$ cat src/event_router_pkg.sv
package event_router_pkg;

   // Register offsets (byte addresses, word registers)
   localparam logic [7:0] CHANNEL_CFG_OFS    = 8'h00;
   localparam logic [7:0] CONTROL_OFS        = 8'h04;
   localparam logic [7:0] SOFT_EVENT_OFS     = 8'h08;
   localparam logic [7:0] CHANNEL_STATE_OFS  = 8'h0C;
   localparam logic [7:0] IRQ_STATUS_OFS     = 8'h10;
   localparam logic [7:0] IRQ_MASK_OFS       = 8'h14;

   // Channel configuration field positions
   localparam int GEN_SEL_LSB  = 0;
   localparam int GEN_SEL_W    = 7;
   localparam int PATH_LSB     = 8;
   localparam int EDGE_LSB     = 10;
   // Control field positions
   localparam int CLKREQ_BIT   = 0;
   // Software event register fields
   localparam int SW_CHAN_LSB  = 0;
   localparam int SW_CHAN_W    = 4;
   localparam int SW_TRIG_BIT  = 8;
   // Channel state / irq bits
   localparam int BUSY_BIT     = 0;
   localparam int READY_BIT    = 1;
   localparam int IRQ_EVT_BIT  = 0;
   localparam int IRQ_RDY_BIT  = 1;

   // Reset values
   localparam logic [31:0] CHANNEL_CFG_RST = 32'h0000_0000;
   localparam logic        CLKREQ_RST      = 1'b0;
   localparam logic [1:0]  IRQ_MASK_RST    = 2'h0;

   // Path choices
   typedef enum logic [1:0] {
      PATH_SYNC    = 2'b00,
      PATH_RESYNC  = 2'b01,
      PATH_ASYNC   = 2'b10
   } path_t;

   // Edge detection choices
   typedef enum logic [1:0] {
      EDGE_NONE    = 2'b00,
      EDGE_RISE    = 2'b01,
      EDGE_FALL    = 2'b10,
      EDGE_BOTH    = 2'b11
   } edge_t;

   // Cycles the clock request stays up after last activity
   localparam logic [3:0] CLK_HOLD_CYCLES = 4'h4;

endpackage

$ cat src/event_channel_router.sv
`timescale 1ns/1ps

module event_channel_router #(
   parameter int NUM_GENERATORS = 128,
   parameter int NUM_USERS      = 4,
   parameter logic [3:0] CHANNEL_ID = 4'h0
) (
   // Clock and reset
   input  wire logic                        mclk,
   input  wire logic                        rst_n,
   // Register port
   input  wire logic [7:0]                  regAddr,
   input  wire logic [31:0]                 regWdata,
   input  wire logic                        regWrite,
   input  wire logic                        regRead,
   output logic [31:0]                      regRdata,
   // Generators
   input  wire logic [NUM_GENERATORS-1:0]   genEvents,
   // Users
   input  wire logic [NUM_USERS-1:0]        userAttached,
   input  wire logic [NUM_USERS-1:0]        userReady,
   input  wire logic [NUM_USERS-1:0]        userAck,
   output logic                             userEvent,
   // Clock request and interrupt
   output logic                             clockRequest,
   output logic                             irq
);

   typedef struct packed {
      logic [event_router_pkg::GEN_SEL_W-1:0] generatorSelect;
      event_router_pkg::path_t                pathSel;
      event_router_pkg::edge_t                edgeSelect;
      logic                                   clockRequestAlways;
      logic                                   syncStage1;
      logic                                   syncStage2;
      logic                                   swLevel;
      logic                                   userEvent;
      logic [NUM_USERS-1:0]                   ackPending;
      logic                                   chanBusyFlag;
      logic                                   usersReadyFlag;
      logic [3:0]                             holdCount;
      logic                                   clockRequest;
      logic [1:0]                             irqStatus;
      logic [1:0]                             irqMask;
      logic                                   irq;
      logic [31:0]                            rdata;
   } router_state_t;

   router_state_t stateReg;
   router_state_t stateNext;

   logic          selLevel;
   logic          edgePulse;
   logic          eventPulse;
   logic          readyAll;
   logic          swTrigger;
   logic [NUM_USERS-1:0] ackMask;

   // Generator select; index 0 means unconnected
   always_comb begin
      selLevel = 1'b0;
      if ((stateReg.generatorSelect != '0) &&
          (int'(stateReg.generatorSelect) < NUM_GENERATORS)) begin
         selLevel = genEvents[stateReg.generatorSelect];
      end
   end

   // One write with trigger and this channel number
   assign swTrigger = regWrite && (regAddr == event_router_pkg::SOFT_EVENT_OFS) &&
                      regWdata[event_router_pkg::SW_TRIG_BIT] &&
                      (regWdata[event_router_pkg::SW_CHAN_LSB +: event_router_pkg::SW_CHAN_W] ==
                       CHANNEL_ID);

   // Sync path uses the raw level; resync path uses the double-flopped one
   edge_detect edgeUnit (
      .mclk       (mclk),
      .rst_n      (rst_n),
      .levelIn    ((stateReg.pathSel == event_router_pkg::PATH_RESYNC) ?
                   (stateReg.syncStage2 | stateReg.swLevel) :
                   (selLevel | stateReg.swLevel)),
      .edgeSelect (stateReg.edgeSelect),
      .pulseOut   (edgePulse)
   );

   // Asynchronous path passes the level straight to users, registered
   assign eventPulse = (stateReg.pathSel == event_router_pkg::PATH_ASYNC) ? selLevel : edgePulse;

   // Only attached users count toward ready and ack
   assign readyAll = &(userReady | ~userAttached);
   assign ackMask  = userAck & userAttached;

   always_comb begin
      stateNext = stateReg;
      stateNext.rdata = 32'h0000_0000;

      // Two-stage synchronizer; stage 1 read only by stage 2
      stateNext.syncStage1 = selLevel;
      stateNext.syncStage2 = stateReg.syncStage1;

      // Software event: a one-cycle high level that the rising detector sees
      stateNext.swLevel = swTrigger;

      // Event to users
      stateNext.userEvent = eventPulse;

      // Busy tracking: new event loads pending users, acks retire them
      if (eventPulse) begin
         stateNext.ackPending = userAttached;
      end else begin
         stateNext.ackPending = stateReg.ackPending & ~ackMask;
      end
      stateNext.chanBusyFlag   = |stateNext.ackPending;
      stateNext.usersReadyFlag = readyAll;

      // Clock request: always-on, or held briefly around activity
      if (eventPulse || swTrigger || stateReg.chanBusyFlag ||
          (selLevel != stateReg.syncStage2)) begin
         stateNext.holdCount = event_router_pkg::CLK_HOLD_CYCLES;
      end else if (stateReg.holdCount != 4'h0) begin
         stateNext.holdCount = stateReg.holdCount - 4'h1;
      end
      stateNext.clockRequest = stateReg.clockRequestAlways ||
                               (stateNext.holdCount != 4'h0);

      // Register writes; the path/edge fields are software's to set legally
      if (regWrite) begin
         if (regAddr == event_router_pkg::CHANNEL_CFG_OFS) begin
            stateNext.generatorSelect = regWdata[event_router_pkg::GEN_SEL_LSB +:
                                                 event_router_pkg::GEN_SEL_W];
            stateNext.pathSel    = event_router_pkg::path_t'(regWdata[event_router_pkg::PATH_LSB +: 2]);
            stateNext.edgeSelect = event_router_pkg::edge_t'(regWdata[event_router_pkg::EDGE_LSB +: 2]);
         end else if (regAddr == event_router_pkg::CONTROL_OFS) begin
            stateNext.clockRequestAlways = regWdata[event_router_pkg::CLKREQ_BIT];
         end else if (regAddr == event_router_pkg::IRQ_STATUS_OFS) begin
            stateNext.irqStatus = stateReg.irqStatus & ~regWdata[1:0];
         end else if (regAddr == event_router_pkg::IRQ_MASK_OFS) begin
            stateNext.irqMask = regWdata[1:0];
         end
      end

      // Interrupt events only on resync path; set wins over clear
      if (stateReg.pathSel == event_router_pkg::PATH_RESYNC) begin
         if (eventPulse) begin
            stateNext.irqStatus[event_router_pkg::IRQ_EVT_BIT] = 1'b1;
         end
         if (readyAll && !stateReg.usersReadyFlag) begin
            stateNext.irqStatus[event_router_pkg::IRQ_RDY_BIT] = 1'b1;
         end
      end
      stateNext.irq = |(stateNext.irqStatus & stateNext.irqMask);

      // Read decode; data valid the cycle after the strobe
      if (regRead) begin
         if (regAddr == event_router_pkg::CHANNEL_CFG_OFS) begin
            stateNext.rdata[event_router_pkg::GEN_SEL_LSB +: event_router_pkg::GEN_SEL_W] =
               stateReg.generatorSelect;
            stateNext.rdata[event_router_pkg::PATH_LSB +: 2] = stateReg.pathSel;
            stateNext.rdata[event_router_pkg::EDGE_LSB +: 2] = stateReg.edgeSelect;
         end else if (regAddr == event_router_pkg::CONTROL_OFS) begin
            stateNext.rdata[event_router_pkg::CLKREQ_BIT] = stateReg.clockRequestAlways;
         end else if (regAddr == event_router_pkg::CHANNEL_STATE_OFS) begin
            stateNext.rdata[event_router_pkg::BUSY_BIT]  = stateReg.chanBusyFlag;
            stateNext.rdata[event_router_pkg::READY_BIT] = stateReg.usersReadyFlag;
         end else if (regAddr == event_router_pkg::IRQ_STATUS_OFS) begin
            stateNext.rdata[1:0] = stateReg.irqStatus;
         end else if (regAddr == event_router_pkg::IRQ_MASK_OFS) begin
            stateNext.rdata[1:0] = stateReg.irqMask;
         end
      end
   end

   // Single state register
   always_ff @(posedge mclk or negedge rst_n) begin
      if (!rst_n) begin
         stateReg <= '0;
      end else begin
         stateReg <= stateNext;
      end
   end

   assign regRdata     = stateReg.rdata;
   assign userEvent    = stateReg.userEvent;
   assign clockRequest = stateReg.clockRequest;
   assign irq          = stateReg.irq;

endmodule

$ cat src/edge_detect.sv
`timescale 1ns/1ps

module edge_detect (
   // Clock and reset
   input  wire logic                        mclk,
   input  wire logic                        rst_n,
   // Level in, mode
   input  wire logic                        levelIn,
   input  wire event_router_pkg::edge_t     edgeSelect,
   // Pulse out
   output logic                             pulseOut
);

   typedef struct packed {
      logic lastLevel;
      logic pulse;
   } edge_state_t;

   edge_state_t stateReg;
   edge_state_t stateNext;

   // Compare with level one cycle earlier
   always_comb begin
      stateNext           = stateReg;
      stateNext.lastLevel = levelIn;
      case (edgeSelect)
         event_router_pkg::EDGE_RISE: stateNext.pulse = levelIn & ~stateReg.lastLevel;
         event_router_pkg::EDGE_FALL: stateNext.pulse = ~levelIn & stateReg.lastLevel;
         event_router_pkg::EDGE_BOTH: stateNext.pulse = levelIn ^ stateReg.lastLevel;
         default:                     stateNext.pulse = 1'b0;
      endcase
   end

   always_ff @(posedge mclk or negedge rst_n) begin
      if (!rst_n) begin
         stateReg <= '0;
      end else begin
         stateReg <= stateNext;
      end
   end

   assign pulseOut = stateReg.pulse;

endmodule

$ cat config.mk
export PLATFORM = sky130hd
export DESIGN_NAME = event_channel_router
export DESIGN_NICKNAME = d
export VERILOG_FILES = /design/src/event_router_pkg.sv /design/src/event_channel_router.sv /design/src/edge_detect.sv
export SDC_FILE = /design/constraint.sdc
export NUM_CORES = 1
export LEC_CHECK = 0
export BUFFER_PORTS_ARGS = -buffer_cell sky130_fd_sc_hd__buf_2
export CAP_MARGIN = 20
export CELL_PAD_IN_SITES_DETAIL_PLACEMENT = 1
export CELL_PAD_IN_SITES_GLOBAL_PLACEMENT = 2
export CORE_ASPECT_RATIO = 0.5
export CORE_MARGIN = 5
export CORE_UTILIZATION = 26
export CTS_BUF_LIST = sky130_fd_sc_hd__clkbuf_4 sky130_fd_sc_hd__clkbuf_8 sky130_fd_sc_hd__clkbuf_16
export DETAILED_ROUTE_END_ITERATION = 10
export PLACE_DENSITY = 0.83
export SLEW_MARGIN = 10
export SYNTH_ARGS = -nofsm -noshare
export SYNTH_HDL_FRONTEND = slang
export SYNTH_HIERARCHICAL = 1
export SYNTH_SLANG_ARGS = --single-unit
$ cat constraint.sdc
create_clock -name mclk -period 6.16 [get_ports mclk]
set_clock_uncertainty 0.05 [all_clocks]
set_input_delay 1.54 -clock mclk [delete_from_list [all_inputs] [get_ports mclk]]
set_output_delay 1.54 -clock mclk [all_outputs]
set_load 0.05 [all_outputs]
==> impl_metrics.tcl <==
set metrics [dict create \
    status "finished clean" \
    layout.nets 685 \
    max_freq_ghz 0.251 \
    finalInstanceArea_mm2 0.00450 \
    drv_cap 0 \
    hold_path.class "flip-flop to flip-flop" \
    clockBufferDepth 2 \
    rows 30 \
    dr_wl_met2_um 6140 \
    multiInputGateArea_mm2 0.00204 \
    drive_gt1_share_pct 44.9 \
    route.detailed.drc 0 \
    routed-wl-met3_um 631 \
    setup_ws_ns 2.18 \
    synth_top_cell_area_share_pct 32.0 \
    synth_edf_count 0 \
    grt_pass1_wl_um 18100 \
    setup_viol 0 \
    synth-seq-cells 45 \
    crit_start "genEvents[79]" \
    critPathMaxStageDelay_ns 0.46 \
    crit_buf_inv 1 \
    yosysSeqAreaShare_pct 32.0 \
    die_area_mm2 0.0161 \
    wl_um 11400 \
    peakVddDrop_uv 117 \
    r2r-start "stateReg[57]" \
    post_cts_buffers 0 \
    ant_nets 0 \
    syn-cell-area_mm2 0.00352 \
    worstMarginPinSlew_ns 0.933 \
    hold_start "stateNext[50]" \
    path_clk_slew_ns 0.07 \
    max-slew-margin-rel_pct 37.8 \
    vias 3131 \
    fin_util_pct 33.6 \
    crit_family "compound AO/OA/AOI/OAI gates" \
    fillers 1611 \
    fin_crit_sh_pct 64.6 \
    drt-vias-per-instance 4.64 \
    hold_violations 0 \
    die_w_um 175 \
    ys_top_cells_by_count "dfrtp_1 (45), mux2i_1 (45), buf_4 (34)" \
    gp_congestion 0.771 \
    core_area_mm2 0.0134 \
    synthTopCellsByArea "dfrtp_1 (32%), mux2i_1 (13%), mux4_2 (8.3%), buf_4 (7.3%), mux2_2 (3.8%)" \
    io_pins 219 \
    overflow 0 \
    powerDensity_mw_per_mm2 202 \
    period_minus_slack_ns 3.98 \
    synth_ff_type "dfrtp_1" \
    syn_inst 343 \
    cp.arrival_ns 4.11 \
    dp_slack_ns 1.84 \
    leakagePower_nw 2.14 \
    synth_top_cell_by_area "dfrtp_1" \
    num_antenna_cells 0 \
    cts-resized-gates 0 \
    dpl_cell_area_mm2 0.00433 \
    slowest_stage "mux4_2" \
    cts_hold_buf 0 \
    register_area_mm2 0.00113 \
    syn_avg_cell_area_um2 10.3 \
    yosys_warnings 6 \
    cts_tree "done" \
    initial_core_util_pct 26.3 \
    power_w 0.000909 \
    cp_data_required_time_ns 6.29 \
    numClockSinks 45 \
    finalMaxSlewViolations 0 \
    cts_htree_levels 2 \
    critical_path_class "input pin to flip-flop" \
    wl_per_cell_um 16.9 \
    top_layer "met5" \
    worstPathCellList "buf_2 -> mux4_2 -> nand2b_1 -> nand3_1 -> nand4_1 -> a2111oi_2 -> a211oi_2 -> nor2b_1 -> a211o_1 -> ha_1 -> nor2b_1 -> o21ai_1 -> o21ai_1" \
    firstDrtPassIters 4 \
    cts_buffers 5 \
    wl_met1_um 4530 \
    ys_async_sr_fraction_pct 100 \
    synth.distinct_cells 58 \
    root_buffer "clkbuf_16" \
    drt_iter0_markers 86 \
    grt_max_degree 46 \
    endpoint_kind "flip-flop" \
    antenna_found_initial 1 \
    fin_setup_tns_ns 0 \
    first_global_vias 3424 \
    grt_use_total_pct 13.7 \
    dp_hpwl_um 9380 \
    crit_path_start_kind "input pin" \
    path_max_fanout 4 \
    area_delta_synth_final_pct 27.9 \
    port_buffers 176 \
    die_y_um 92.3 \
    rsz0062_at_grt "no" \
    clock_latency_ns 0.29 \
]
registers in the layout (all words and copies together), names as in the netlist:
register	count
regRdata	11
userEvent	1
stateNext	1
edgeUnit/stateReg	1
irq	1
stateReg	28
clockRequest	1
edgeUnit/pulseOut	1
cells in the final DEF, fill, tap and decap left out, types with 7 or more instances in the layout:
| cell type | synthesis | final |
|---|---|---|
| nand2_1 | 15 | 15 |
| mux2_2 | 12 | 12 |
| mux4_2 | 13 | 13 |
| nand3_1 | 12 | 12 |
| nor2_1 | 11 | 11 |
| dfrtp_1 | 45 | 44 |
| a22oi_1 | 14 | 14 |
| nor2b_1 | 11 | 11 |
| buf_2 | 4 | 176 |
| conb_1 | 1 | 21 |
| and2_1 | 10 | 10 |
| mux2i_1 | 45 | 45 |
| a21oi_1 | 7 | 7 |
| nor3_1 | 7 | 7 |
| inv_1 | 13 | 13 |
worst paths after layout:
path,to,cells past startpoint,slack (ns)
min in group asynchronous,regRdata[10],1,1.06
max,edgeUnit/pulseOut,13,2.18
min reg2reg,stateReg[50],0,0.30
max in group asynchronous,stateReg[57],2,4.52
min,stateReg[50],0,0.30
max reg2reg,edgeUnit/pulseOut,13,2.32
cells by family after synthesis:
logic type | share of synthesized area, %
compound gates | 10.2
xor+xnor | 0.249
fa+ha+maj | 1.07
buf+inv | 12.1
flops | 32.0
mux | 27.6
other cells | 0.107
simple gates | 16.7
report_power, final:
group | internal (W) | switching [W] | total, W
registers | 0.000325 | 0.0000345 | 0.000359
logic | 0.000134 | 0.000149 | 0.000282
clock network | 0.000152 | 0.000116 | 0.000268
total | 0.000610 | 0.000299 | 0.000909
routing by layer:
| layer | up-vias | global-route usage [%] |
|---|---|---|
| li1 | 1515 | - |
| met5 | - | 0 |
| met1 | 1529 | 16.4 |
| met4 | 2 | 2.16 |
| met3 | 10 | 2.80 |
| met2 | 75 | 25.9 |
cell type report:
type / count / area share (%)
timing repair buffer: 178 / 20.2
sequential: 45 / 25.0
clock inverter: 3 / 0.556
inverter: 14 / 1.17
clock buffer: 5 / 2.78
multi-input combinational: 254 / 45.4
tap: 176 / 4.89
metrics by stage:
step                      hold WS, ns  cells
after floorplan                 0.281    363
final                           0.299    675
after detailed placement        0.287    666
after global routing            0.315    675
after CTS                       0.302    674
after global placement          0.284    666
No activity file was read; power rests on OpenSTA's default activity.
